$ cat config.mk
export PLATFORM = sky130hd
export DESIGN_NAME = asr_ctrl
export DESIGN_NICKNAME = d
export VERILOG_FILES = /design/src/asr_pkg.sv /design/src/asr_ctrl.sv
export SDC_FILE = /design/constraint.sdc
export NUM_CORES = 1
export LEC_CHECK = 0
export BUFFER_PORTS_ARGS = -buffer_cell sky130_fd_sc_hd__buf_4
export CAP_MARGIN = 0
export CORE_ASPECT_RATIO = 2
export CORE_UTILIZATION = 52
export DETAILED_ROUTE_END_ITERATION = 10
export PLACE_DENSITY = 0.91
export SYNTH_ARGS = -nofsm -noshare
export SYNTH_HDL_FRONTEND = slang
export SYNTH_SLANG_ARGS = --single-unit
$ cat constraint.sdc
create_clock -name sys_clk_in -period 1.9 [get_ports sys_clk_in]
set_clock_uncertainty 0.05 [all_clocks]
set_input_delay 0.095 -clock sys_clk_in [delete_from_list [all_inputs] [get_ports sys_clk_in]]
set_output_delay 0.095 -clock sys_clk_in [all_outputs]
set_load 0.03 [all_outputs]
$ cat src/asr_pkg.sv
// Package for the host-side controller of an asynchronous 32K x 16 static memory.
// Assumes a 100 MHz system clock; all pin timing is counted in whole cycles of it.
package asr_pkg;
    localparam int ADDR_W = 15;
    localparam int DATA_W = 16;
    localparam int BYTE_W = 8;
    localparam int CLK_PERIOD_NS = 10;
    // Fastest grade figures in ns.
    localparam int T_RC_NS = 10;
    localparam int T_AA_NS = 10;
    localparam int T_DOE_NS = 5;
    localparam int T_HZOE_NS = 5;
    localparam int T_WC_NS = 10;
    localparam int T_PWE_NS = 7;
    localparam int T_AW_NS = 7;
    localparam int T_SD_NS = 5;
    // Least times round up, never below one cycle.
    // The read wait also covers the two synchroniser stages on the data pins.
    localparam int SYNC_STG = 2;
    localparam int RD_CYC = ((T_AA_NS + CLK_PERIOD_NS - 1) / CLK_PERIOD_NS) + SYNC_STG;
    localparam int WR_RAW = (T_PWE_NS + CLK_PERIOD_NS - 1) / CLK_PERIOD_NS;
    localparam int WR_CYC = (WR_RAW < 1) ? 1 : WR_RAW;
    localparam int TURN_CYC = (T_HZOE_NS + CLK_PERIOD_NS - 1) / CLK_PERIOD_NS;
    localparam int CNT_W = 4;

    typedef enum logic [4:0] {
        ST_IDLE = 5'h01,
        ST_RSET = 5'h02,
        ST_READ = 5'h04,
        ST_WRIT = 5'h08,
        ST_TURN = 5'h10
    } asr_state_e;

    // Memory pins as driven by the host.
    typedef struct packed {
        logic [ADDR_W-1:0] word_addr;
        logic chip_sel_n;
        logic write_n;
        logic out_en_n;
        logic upper_byte_sel_n;
        logic lower_byte_sel_n;
        logic [DATA_W-1:0] data_out;
        logic [DATA_W-1:0] data_oe;
    } asr_pins_s;

    typedef struct packed {
        asr_state_e state;
        logic [CNT_W-1:0] cnt;
        asr_pins_s pins;
        logic ready;
        logic rvalid;
        logic [DATA_W-1:0] rdata;
        logic wr_pending;
        logic [DATA_W-1:0] din_meta;
        logic [DATA_W-1:0] din_sync;
    } asr_state_s;
endpackage : asr_pkg

$ cat src/asr_ctrl.sv
// Host controller that runs single read and write cycles on an async 32K x 16 memory.
// Assumes a user on sys_clk_in and an external tristate merge of the data lines.
// Operation
// - Write spans overlap of select, strobe, byte.
// - Host times data to terminating edge.
// - Address set-up 7 ns, hold 0 ns.
// - Address valid before write strobe falls.
// - Byte select 7 ns, chip select 8 ns.
// - Address valid before chip select falls.
`timescale 1ns/1ps
module asr_ctrl #(
    parameter int ADDR_W = asr_pkg::ADDR_W,
    parameter int DATA_W = asr_pkg::DATA_W
) (
    // Clock and reset
    input wire logic sys_clk_in,
    input wire logic rst_n_in,
    // User request
    input wire logic req_valid_in,
    input wire logic req_write_in,
    input wire logic [ADDR_W-1:0] req_addr_in,
    input wire logic [DATA_W-1:0] req_wdata_in,
    input wire logic [1:0] req_byte_en_in,
    output logic req_ready_out,
    // User read answer
    output logic rd_valid_out,
    output logic [DATA_W-1:0] rd_data_out,
    // Memory pins
    output logic [ADDR_W-1:0] word_addr_out,
    output logic chip_sel_n_out,
    output logic write_n_out,
    output logic out_en_n_out,
    output logic upper_byte_sel_n_out,
    output logic lower_byte_sel_n_out,
    input wire logic [DATA_W-1:0] data_lines_in,
    output logic [DATA_W-1:0] data_lines_out,
    output logic [DATA_W-1:0] data_lines_oe_out
);
    // The pins fix both widths; the counter must hold every wait.
    if (ADDR_W != asr_pkg::ADDR_W) begin : g_bad_addr_w
        $error("asr_ctrl: address width must match the memory pins");
    end
    if (DATA_W != asr_pkg::DATA_W) begin : g_bad_data_w
        $error("asr_ctrl: data width must match the memory pins");
    end
    if (DATA_W != 2 * asr_pkg::BYTE_W) begin : g_bad_lanes
        $error("asr_ctrl: the data lines must split into two byte lanes");
    end
    if (asr_pkg::RD_CYC < 1 || asr_pkg::RD_CYC >= (1 << asr_pkg::CNT_W)) begin : g_bad_rd
        $error("asr_ctrl: read wait does not fit the counter");
    end
    if (asr_pkg::WR_CYC < 1 || asr_pkg::WR_CYC >= (1 << asr_pkg::CNT_W)) begin : g_bad_wr
        $error("asr_ctrl: write pulse does not fit the counter");
    end
    if (asr_pkg::TURN_CYC < 1 || asr_pkg::TURN_CYC >= (1 << asr_pkg::CNT_W)) begin : g_bad_turn
        $error("asr_ctrl: turnaround does not fit the counter");
    end

    // Waits count down to one; the state moves on in the cycle that sees one.
    localparam logic [asr_pkg::CNT_W-1:0] RD_N = asr_pkg::CNT_W'(asr_pkg::RD_CYC);
    localparam logic [asr_pkg::CNT_W-1:0] WR_N = asr_pkg::CNT_W'(asr_pkg::WR_CYC);
    localparam logic [asr_pkg::CNT_W-1:0] TURN_N = asr_pkg::CNT_W'(asr_pkg::TURN_CYC);
    localparam logic [asr_pkg::CNT_W-1:0] CNT_ONE = 4'h1;

    asr_pkg::asr_state_s st_q;
    asr_pkg::asr_state_s st_d;

    // Defaults hold every pin; only the state that owns a pin moves it.
    always_comb begin
        st_d = st_q;
        st_d.rvalid = 1'b0;
        // Data lines come from outside the clock domain and pass two flip-flops.
        st_d.din_meta = data_lines_in;
        st_d.din_sync = st_q.din_meta;
        case (st_q.state)
            asr_pkg::ST_IDLE: begin
                st_d.ready = 1'b1;
                // A request with no lane selected is refused; it would strobe nothing.
                if (req_valid_in && st_q.ready && req_byte_en_in != 2'h0) begin
                    // Address goes out a cycle ahead of select.
                    st_d.ready = 1'b0;
                    st_d.pins.word_addr = req_addr_in;
                    st_d.pins.upper_byte_sel_n = ~req_byte_en_in[1];
                    st_d.pins.lower_byte_sel_n = ~req_byte_en_in[0];
                    st_d.wr_pending = req_write_in;
                    st_d.pins.data_out = req_wdata_in;
                    st_d.state = asr_pkg::ST_RSET;
                end
            end
            asr_pkg::ST_RSET: begin
                st_d.pins.chip_sel_n = 1'b0;
                if (st_q.wr_pending) begin
                    // Output enable stays high so the memory never drives.
                    // Unselected lanes are neither driven nor strobed and keep contents.
                    st_d.pins.write_n = 1'b0;
                    st_d.pins.data_oe = {{asr_pkg::BYTE_W{req_en_hi(st_q)}},
                                         {asr_pkg::BYTE_W{req_en_lo(st_q)}}};
                    st_d.cnt = WR_N;
                    st_d.state = asr_pkg::ST_WRIT;
                end else begin
                    // Select and output enable fall together, a cycle after the address.
                    st_d.pins.out_en_n = 1'b0;
                    st_d.cnt = RD_N;
                    st_d.state = asr_pkg::ST_READ;
                end
            end
            asr_pkg::ST_READ: begin
                // Wait covers address access and enable-to-data.
                // Address and byte selects stand until capture, so no stale data mixes in.
                // Reads never strobe write, so the stored word is left as it was.
                if (st_q.cnt == CNT_ONE) begin
                    st_d.rdata = read_mask(st_q, st_q.din_sync);
                    st_d.rvalid = 1'b1;
                    st_d.pins.out_en_n = 1'b1;
                    st_d.pins.chip_sel_n = 1'b1;
                    st_d.cnt = TURN_N;
                    st_d.state = asr_pkg::ST_TURN;
                end else begin
                    st_d.cnt = st_q.cnt - CNT_ONE;
                end
            end
            asr_pkg::ST_WRIT: begin
                // Strobe, select and byte selects all held for the full pulse.
                // One cycle of strobe is ten nanoseconds, above the least pulse.
                if (st_q.cnt == CNT_ONE) begin
                    // Write strobe ends it; data and address held past this edge.
                    st_d.pins.write_n = 1'b1;
                    st_d.cnt = TURN_N;
                    st_d.state = asr_pkg::ST_TURN;
                end else begin
                    st_d.cnt = st_q.cnt - CNT_ONE;
                end
            end
            asr_pkg::ST_TURN: begin
                // Release select a cycle after the strobe, not with it.
                st_d.pins.chip_sel_n = 1'b1;
                st_d.pins.data_oe = 16'h0000;
                st_d.pins.upper_byte_sel_n = 1'b1;
                st_d.pins.lower_byte_sel_n = 1'b1;
                if (st_q.cnt <= CNT_ONE) begin
                    st_d.ready = 1'b1;
                    st_d.state = asr_pkg::ST_IDLE;
                end else begin
                    st_d.cnt = st_q.cnt - CNT_ONE;
                end
            end
            default: begin
                st_d.state = asr_pkg::ST_IDLE;
            end
        endcase
    end

    // Lane helpers read the byte selects already standing on the pins.
    function automatic logic req_en_hi(input asr_pkg::asr_state_s s);
        req_en_hi = ~s.pins.upper_byte_sel_n;
    endfunction : req_en_hi

    function automatic logic req_en_lo(input asr_pkg::asr_state_s s);
        req_en_lo = ~s.pins.lower_byte_sel_n;
    endfunction : req_en_lo

    // Unselected lanes float on the pins, so the mask forces them to zero.
    function automatic logic [15:0] read_mask(input asr_pkg::asr_state_s s,
                                               input logic [15:0] d);
        read_mask = d & {{asr_pkg::BYTE_W{req_en_hi(s)}}, {asr_pkg::BYTE_W{req_en_lo(s)}}};
    endfunction : read_mask

    // Reset parks every strobe high so the memory stays deselected in standby.
    always_ff @(posedge sys_clk_in or negedge rst_n_in) begin
        if (!rst_n_in) begin
            st_q.state <= asr_pkg::ST_IDLE;
            st_q.cnt <= 4'h0;
            st_q.pins.word_addr <= 15'h0000;
            st_q.pins.chip_sel_n <= 1'b1;
            st_q.pins.write_n <= 1'b1;
            st_q.pins.out_en_n <= 1'b1;
            st_q.pins.upper_byte_sel_n <= 1'b1;
            st_q.pins.lower_byte_sel_n <= 1'b1;
            st_q.pins.data_out <= 16'h0000;
            st_q.pins.data_oe <= 16'h0000;
            st_q.ready <= 1'b0;
            st_q.rvalid <= 1'b0;
            st_q.rdata <= 16'h0000;
            st_q.wr_pending <= 1'b0;
            st_q.din_meta <= 16'h0000;
            st_q.din_sync <= 16'h0000;
        end else begin
            st_q <= st_d;
        end
    end

    // Every output is a plain copy of a register field.
    always_comb begin
        req_ready_out = st_q.ready;
        rd_valid_out = st_q.rvalid;
        rd_data_out = st_q.rdata;
        word_addr_out = st_q.pins.word_addr;
        chip_sel_n_out = st_q.pins.chip_sel_n;
        write_n_out = st_q.pins.write_n;
        out_en_n_out = st_q.pins.out_en_n;
        upper_byte_sel_n_out = st_q.pins.upper_byte_sel_n;
        lower_byte_sel_n_out = st_q.pins.lower_byte_sel_n;
        data_lines_out = st_q.pins.data_out;
        data_lines_oe_out = st_q.pins.data_oe;
    end
endmodule : asr_ctrl

* Word level (Yosys, flattened, before mapping)
Index checks and enable logic that the tools add are counted.
** Word-level totals
- Logic and storage cells :: 80
- Register bits after elaboration :: 112
- Output and inout port bits :: 70
- Input port bits :: 53
** Cells by class
- Reduce and logical (&&, ||, !) cells :: 20
- Muxes and demuxes :: 23
- Magnitude comparators :: 1
- Add/subtract/negate cells :: 1
- Bitwise operators :: 5
- Equal/unequal tests :: 14
** Operator list (count)
- $mux W17 :: 2
- $pmux W16 S2 :: 1
- $pmux W5 S4 :: 1
- $mux W18 :: 1
- $and A16 B16 Y16 :: 1
- $mux W16 :: 1
- $mux W5 :: 3
- $ne A2 B2 Y1 const B :: 7
- $reduce_and A2 Y1 :: 7
- $pmux W4 S3 :: 1
- $reduce_bool A2 Y1 :: 5
- $reduce_and A3 Y1 :: 3
- $mux W4 :: 2
- $mux W8 :: 1
- $pmux W1 S2 :: 3
- $reduce_bool A3 Y1 :: 2
- $eq A5 B1 Y1 const B :: 1
- $eq A5 B2 Y1 const B :: 1
- $eq A5 B3 Y1 const B :: 1
- $eq A5 B4 Y1 const B :: 1
- $eq A5 B5 Y1 const B :: 1
- $mux W1 :: 5
- $eq A4 B1 Y1 const B :: 1
- $le A4 B1 Y1 const B :: 1
- 7 further kinds :: 11

* Logic depth before layout (Yosys ltp)
Gate-level depths: netlist (run 1).
- Depth after elaboration :: 4
- Mapped depth :: 7
- Gate-level depth less buffers :: 6

* Least setup slack after synthesis (run 1)
No wires, ideal clock.
- Kind :: reg2reg
- Start point :: register st_q (netlist bit req_ready_out)
- End point :: register st_q (netlist bit data_lines_out[10])
- Path buffers :: 1
- Slack :: 299 ps
- Stages on the path, launching flop included :: 5
- Arrival time :: 1426 ps
- Library setup time :: 125 ps
- Data required time :: 1725 ps
- Clock period less this slack :: 1601 ps
- Cell sequence :: dfrtp_1 o211a_1 nand4_4 buf_6 mux2_4
** On the way
- Longest elaborated chain between the ends :: 3
** RTL lines
- start, declared :: RTL line asr_ctrl.sv:65 : asr_pkg::asr_state_s st_q;
- start signal, assigned :: RTL line asr_ctrl.sv:188 : st_q <= st_d;
- $logic_and A1 B1 Y1 (2 in a row) :: RTL line asr_ctrl.sv:79 : if (req_valid_in && st_q.ready && req_byte_en_in != 2'h0) begin
- $reduce_and A2 Y1 (no source line)
Every way passes these cells.
A chain may end at the register's enable or synchronous reset.

* Final worst setup path (run 1)
- Start point :: register st_q[104] (netlist name)
- End point :: register st_q (netlist bit rd_data_out[6])
** On the way
- Longest elaborated chain between the ends :: 2
** RTL lines
- $eq A4 B1 Y1 :: RTL line asr_ctrl.sv:111 : if (st_q.cnt == CNT_ONE) begin
- $reduce_and A2 Y1 (no source line)
Every way passes these cells.

==> PnR_summary.wiki, run 1 <==
{| class="wikitable"
! Metric !! Value
|-
| Result of the run || complete, no violations
|-
| Remaining antenna violation count after routing || 0
|-
| Clock tree from TritonCTS || done
|-
| Synthesis warning total || 0
|-
| GRT Total Usage || 21.88%
|-
| Fraction of layout instances using a drive strength above 1 || 42.35%
|-
| First DRT Iteration DRCs || about 200
|-
| Starting density of the core || 53.67%
|-
| TritonCTS Sinks || 98
|-
| Area added between synthesis and finish || 32.47%
|-
| Number of CTS-inserted buffers || 9
|-
| Maximum resistive drop on vdd || 1003 uV
|-
| Mux share of post-synthesis cell area || between 10% and 20%
|-
| Required @ worst endpoint || 2.07 ns
|-
| Number of resized instances in the post-cts repair step || 0
|-
| Worst setup slack after layout || 0.1978 ns
|-
| Detailed Routing Iterations Pass 1 || 4
|-
| Floorplan Core Area || 7885 sq um
|-
| XOR/XNOR Fraction of Synth Area || 0.4140%
|-
| Worst Max-Slew Pin Slew || 0.4735 ns
|-
| Highest attainable clock frequency || just under 0.6 GHz
|-
| Sequential fraction of the synthesis area || 58.13%
|-
| Commonest cells after routing, fill and taps aside || 128 x buf_4, 92 x dfrtp_1, 51 x dlygate4sd3_1, 25 x mux2_4, 21 x nand2_1
|-
| Synth cell types || 43
|-
| Crit start category || flop
|-
| PwrDens || between 1500 and 2000 nW/um^2
|-
| Combinational family with the most area after synthesis || buffers and inverters
|-
| Wirelength per Cell || 15.68 microns
|-
| Clk Tree Root Cell || clkbuf_16
|-
| Filler cell count || about 500
|-
| Cell Count Post-Placement || 480
|-
| Antenna violations before repair || 0
|-
| Syn nets || 385
|-
| Clock transition at the registers of the reported paths || 0.07 ns
|-
| Synthesized cell area || around 4200 sq um
|-
| Data arrival time of the critical path || 1.87 ns
|-
| Reg area || approximately 2500 sq um
|-
| Nets || between 500 and 600
|-
| Cell count after synthesis || 330
|-
| Total of endpoints with negative setup slack in the final report || 0
|-
| Most frequent standard cell in the layout excluding fill and tap cells || buf_4
|-
| Final worst path period share || 89.59%
|-
| Max H-tree Level || 3
|-
| Post-synthesis share of cell area spent on and, or, nand and nor gates || approximately a tenth
|-
| Average cell area after synthesis || 12.82 sq um
|-
| Detailed-placement wirelength estimate || between 5000 and 6000 microns
|-
| Die H || 129.6 microns
|-
| Number of design rule violations left after detail routing || 0
|-
| Number of buffers on the longest clock path || 2
|-
| Number of global-route vias before repair || 2948
|-
| Reported max-cap violation count || 0
|-
| Category of the most critical setup path || reg2reg
|-
| Synthesized-area fraction occupied by ao, oa, aoi and oai cells || around 5.6%
|-
| Worst-case headroom to the max-slew limit || 68.43%
|-
| Wire length of the first global-routing pass || 13860 microns
|-
| Number of cells traversed by the worst register-to-register path || 7
|-
| Final cell count without fillers || between 500 and 600
|-
| Insertion delay of the later-clocked pin in the worst-skew pair || 0.35 ns
|-
| Antenna Cells || 0
|-
| Critical path peak fanout || 34
|-
| Total routed wirelength || 8577 microns
|-
| Worst Hold Depth || 4
|-
| Critical path capture point type || flop
|-
| Worst min-delay path category || in2reg
|-
| Total Neg Setup Slack || 0 ns
|-
| Width of the die || 65.79 microns
|-
| IO Count || approximately 120
|-
| Final Hold Fails || 0
|-
| Count of input and output buffers || 122
|-
| Area of the multi-input gates || 1184 sq um
|-
| Die footprint || 8524 sq um
|-
| Pleak || between 2 and 3 nW
|-
| Setup repair after global routing missed its margin || no
|-
| Remaining Overflow, GRT || 0
|-
| Adder and majority cell fraction of the synthesized area || 0.5914%
|-
| Detail-routed via count per cell || 5.004
|-
| Pre-CTS setup slack || 0.2006 ns
|-
| Largest net degree at the start of global routing || 40
|-
| Final critical path time including I/O delays and setup || 1.702 ns
|-
| Number of pins with negative max-slew slack in the final report || 0
|-
| GP Congestion || 0.9025
|-
| Rows || 46
|-
| Vias || 2737
|-
| Post-synthesis register bit count || 98
|}
## synth_stat cells, drive strengths merged
cell type / number / area share (%)
xor2: 2 / 0.41
ha: 2 / 0.59
o2111ai: 1 / 0.21
inv: 7 / 0.62
clkbuf: 3 / 0.27
nand3b: 2 / 0.35
and3: 1 / 0.15
dfrtp: 92 / 54
a32o: 1 / 0.24
mux2: 33 / 11
o211a: 2 / 0.47
o21ai: 20 / 2.4
or3: 1 / 0.15
o211ai: 3 / 0.53
dfstp: 6 / 3.7
nor3: 4 / 0.47
nand2: 21 / 1.9
or2: 4 / 0.59
nor3b: 2 / 0.62
nand4: 4 / 1.1
a21o: 1 / 0.18
a31oi: 2 / 0.30
nor2: 8 / 1.3
o221ai: 1 / 0.21
buf: 73 / 13
nand3: 4 / 0.47
nor4: 1 / 0.15
mux2i: 2 / 0.47
nand2b: 17 / 2.5
a21oi: 9 / 1.1
or4: 1 / 0.18
## worst max-delay path, stage by stage (launching register included)
cell and delay [ns]:
dfrtp_1 0.37, inv_1 0.09, ha_1 0.18, nor3b_4 0.32
nand4_2 0.13, buf_4 0.25, nand2_1 0.11, o21ai_1 0.07
## final cells by class
class,count,area share [%]
clock inverter,7,1.406
inverter,7,0.4687
timing repair buffer,181,26.96
sequential,98,43.88
multi-input combinational,149,21.12
clock buffer,9,4.018
tap,96,2.143
## per-stage QoR
stage | hold slack (ns) | power [mW] | util (%) | cell area [sq um]
global placement | 0.02970 | 6.811 | 60.76 | 4791
floorplan | -0.2506 | 6.356 | - | 4232
detailed placement | 0.03556 | 6.935 | 60.76 | 4791
CTS | 0.1928 | 8.838 | 71.09 | 5605
global route | 0.2302 | 9.243 | 71.09 | 5605
finish | 0.2007 | 8.815 | 71.09 | 5605
## routing by layer
layer,track usage [%],share of wire [%]
met3,3.961,4.7
met1,24.20,36
met2,37.94,55
met4,13.17,3.8
met5,0,0
## where the power goes
part           switching, mW  total [mW]  internal (mW)
logic                   2.07        3.81           1.74
registers              0.507        3.20           2.69
clock network          0.863        1.80          0.941
## final timing paths
path / start / to / slack [ns]
hold reg to reg: st_d[6] / st_q[6] / 0.29
hold / removal: req_valid_in / lower_byte_sel_n_out / 0.20
setup reg to reg: st_q[104] / rd_data_out[6] / 0.20
setup / recovery: st_q[104] / rd_data_out[6] / 0.20
min in group asynchronous: rst_n_in / word_addr_out[7] / 0.21
max in group asynchronous: rst_n_in / out_en_n_out / 0.93
## flip-flops by register name, indices dropped and copies added (netlist names)
register and cells:
chip_sel_n_out 1, word_addr_out 15, upper_byte_sel_n_out 1, write_n_out 1, out_en_n_out 1, rd_valid_out 1, lower_byte_sel_n_out 1, req_ready_out 1
st_d 16, rd_data_out 16, st_q 26, data_lines_out 16, data_lines_oe_out 2
## cells by family after synthesis
| family | count (synthesis) |
|---|---|
| compound gates | 40 |
| xor+xnor | 2 |
| fa+ha+maj | 2 |
| buf+inv | 83 |
| flops | 98 |
| mux | 35 |
| simple gates | 70 |
## what timing repair did
item,CTS,global route
buffers inserted,0,0
hold buffers,51,0
hold endpoints to repair,83,0
Power figures use the tool's default switching activity.
==> run 2: changes to the inputs <==
--- a/config.mk
+++ b/config.mk
@@ -10,6 +10,7 @@
 export CORE_ASPECT_RATIO = 2
 export CORE_UTILIZATION = 52
 export DETAILED_ROUTE_END_ITERATION = 10
+export MAX_ROUTING_LAYER = met4
 export PLACE_DENSITY = 0.91
 export SYNTH_ARGS = -nofsm -noshare
 export SYNTH_HDL_FRONTEND = slang
==> PnR_summary.wiki, run 2 (synthesized netlist as in run 1, its figures left out) <==
{| class="wikitable"
! Metric !! Value
|-
| Total Neg Setup Slack || 0 ns
|-
| Die H || 129.6 microns
|-
| Setup slack, reg-to-reg || 0.20 ns
|-
| Clock tree from TritonCTS || done
|-
| Nets || 500
|-
| Met3 wire length || roughly 450 microns
|-
| Detailed Routing Iterations Pass 1 || 6
|-
| Insertion delay of the later-clocked pin in the worst-skew pair || 0.34 ns
|-
| Worst setup slack after layout || 0.2003 ns
|-
| Setup repair after global routing missed its margin || no
|-
| Rows || 46
|-
| Result of the run || complete, no violations
|-
| Fraction of the core area covered by cells at the end of the flow || 71.06%
|-
| Worst reg2reg path endpoint || rd_data_out[3]
|-
| Number of pins with negative max-slew slack in the final report || 0
|-
| Crit start category || flop
|-
| Required @ worst endpoint || 2.07 ns
|-
| Remaining Overflow, GRT || 0
|-
| Critical path peak fanout || 34
|-
| Detailed-placement wirelength estimate || roughly 5600 microns
|-
| Fraction of layout instances using a drive strength above 1 || 42.22%
|-
| Launch point of the worst reg-to-reg path || st_q[104]
|-
| TritonCTS Sinks || 98
|-
| Vias || about 2700
|-
| Clk Tree Root Cell || clkbuf_16
|-
| Starting density of the core || 53.67%
|-
| Final critical path time including I/O delays and setup || 1.700 ns
|-
| Highest attainable clock frequency || ~0.6 GHz
|-
| Total of endpoints with negative setup slack in the final report || 0
|-
| Worst-case headroom to the max-slew limit || between 70% and 80%
|-
| Worst min-delay path category || in2async
|-
| Met1 wire length || slightly above 3000 microns
|-
| Detailed route wirelength on metal2 || roughly 4800 microns
|-
| Clock transition at the registers of the reported paths || 0.08 ns
|-
| Max FFs per register || 26
|-
| Largest net degree at the start of global routing || 47
|-
| Width of the die || ~66 microns
|-
| Highest routing layer actually used || met4
|-
| PwrDens || 1571 nW/um^2
|-
| Number of CTS-inserted buffers || 9
|-
| Number of cells traversed by the worst register-to-register path || 7
|-
| Count of input and output buffers || about 120
|-
| Final Hold Fails || 0
|-
| Number of buffers on the longest clock path || 2
|-
| GRT Total Usage || 21.68%
|-
| Detail-routed via count per cell || 4.996
|-
| Number of global-route vias before repair || 2798
|-
| Commonest cells after routing, fill and taps aside || 127 x buf_4, 92 x dfrtp_1, 51 x dlygate4sd3_1, 25 x mux2_4, 21 x nand2_1
|-
| GP Congestion || 0.9106
|-
| Filler cell count || 515
|-
| Floorplan Core Area || 7885 sq um
|-
| Wirelength per Cell || 15.58 microns
|-
| Register with the highest flop count || st_q
|-
| Data arrival time of the critical path || 1.87 ns
|-
| Pre-CTS setup slack || 0.2040 ns
|-
| Wire length of the first global-routing pass || 13170 microns
|-
| Worst Max-Slew Pin Slew || 0.4060 ns
|-
| Antenna Cells || 0
|-
| Maximum resistive drop on vdd || 1193 uV
|-
| Most frequent standard cell in the layout excluding fill and tap cells || buf_4
|-
| First DRT Iteration DRCs || 208
|-
| Pleak || 2.748 nW
|-
| Critical path capture point type || flop
|-
| Area added between synthesis and finish || 32.41%
|-
| Final worst path period share || 89.46%
|-
| Antenna violations before repair || 0
|-
| Total routed wirelength || ~8500 microns
|-
| Reported max-cap violation count || 0
|-
| Number of design rule violations left after detail routing || 0
|-
| Die footprint || around 8500 sq um
|-
| Postcts setup bufs || 0
|-
| IO Count || 123
|-
| Category of the most critical setup path || reg2reg
|-
| Max H-tree Level || 3
|-
| Remaining antenna violation count after routing || 0
|}
run 2: worst max-delay path, stage by stage (launching register included):
cell	delay, ns
dfrtp_1	0.38
inv_1	0.10
ha_1	0.18
nor3b_4	0.32
nand4_2	0.13
buf_4	0.24
nand2_1	0.10
o21ai_1	0.07
run 2: routing by layer:
metal	GRT usage (%)	up-vias
li1	-	1274
met1	23.10	1307
met2	36.67	127
met3	4.313	20
met4	11.89	0
met5	-	-
run 2: worst max-delay path by stage:
stage	cells past startpoint	slack, ns	start	endpoint
2_1_floorplan	4	0.30	req_ready_out	data_lines_out[10]
3_3_place_gp	7	0.23	st_q[104]	rd_data_out[15]
3_5_place_dp	7	0.20	st_q[104]	rd_data_out[15]
4_1_cts	7	0.19	st_q[104]	rd_data_out[3]
5_1_grt	7	0.09	st_q[104]	rd_data_out[15]
6_report	7	0.20	st_q[104]	rd_data_out[3]
run 2: final cells by class:
cell class	count	area, sq um	share of cell area, %
timing repair buffer	180	1504	26.84
clock buffer	9	225.2	4.020
multi-input combinational	149	1184	21.13
tap	96	120.1	2.144
clock inverter	7	83.83	1.496
sequential	98	2460	43.90
inverter	7	26.28	0.4690
run 2: through the flow:
stage	hold slack (ns)	area, sq um	total power, mW	std cells
finish	0.1670	5603	8.804	546
global route	0.2058	5603	9.211	546
global placement	-0.003768	4783	6.819	479
floorplan	-0.2506	4232	6.356	330
CTS	0.1759	5603	8.851	546
detailed placement	-0.004160	4783	6.939	479
run 2: where the power goes:
| part | total, mW | switching, mW | internal [mW] |
|---|---|---|---|
| sequential | 3.19 | 0.504 | 2.69 |
| combinational | 3.81 | 2.07 | 1.74 |
| clock | 1.81 | 0.861 | 0.945 |
| total | 8.80 | 3.43 | 5.37 |
run 2: timing repair:
action	in CTS	in global routing
resized for setup	0	0
hold endpoints to repair	79	0
hold buffers	51	0
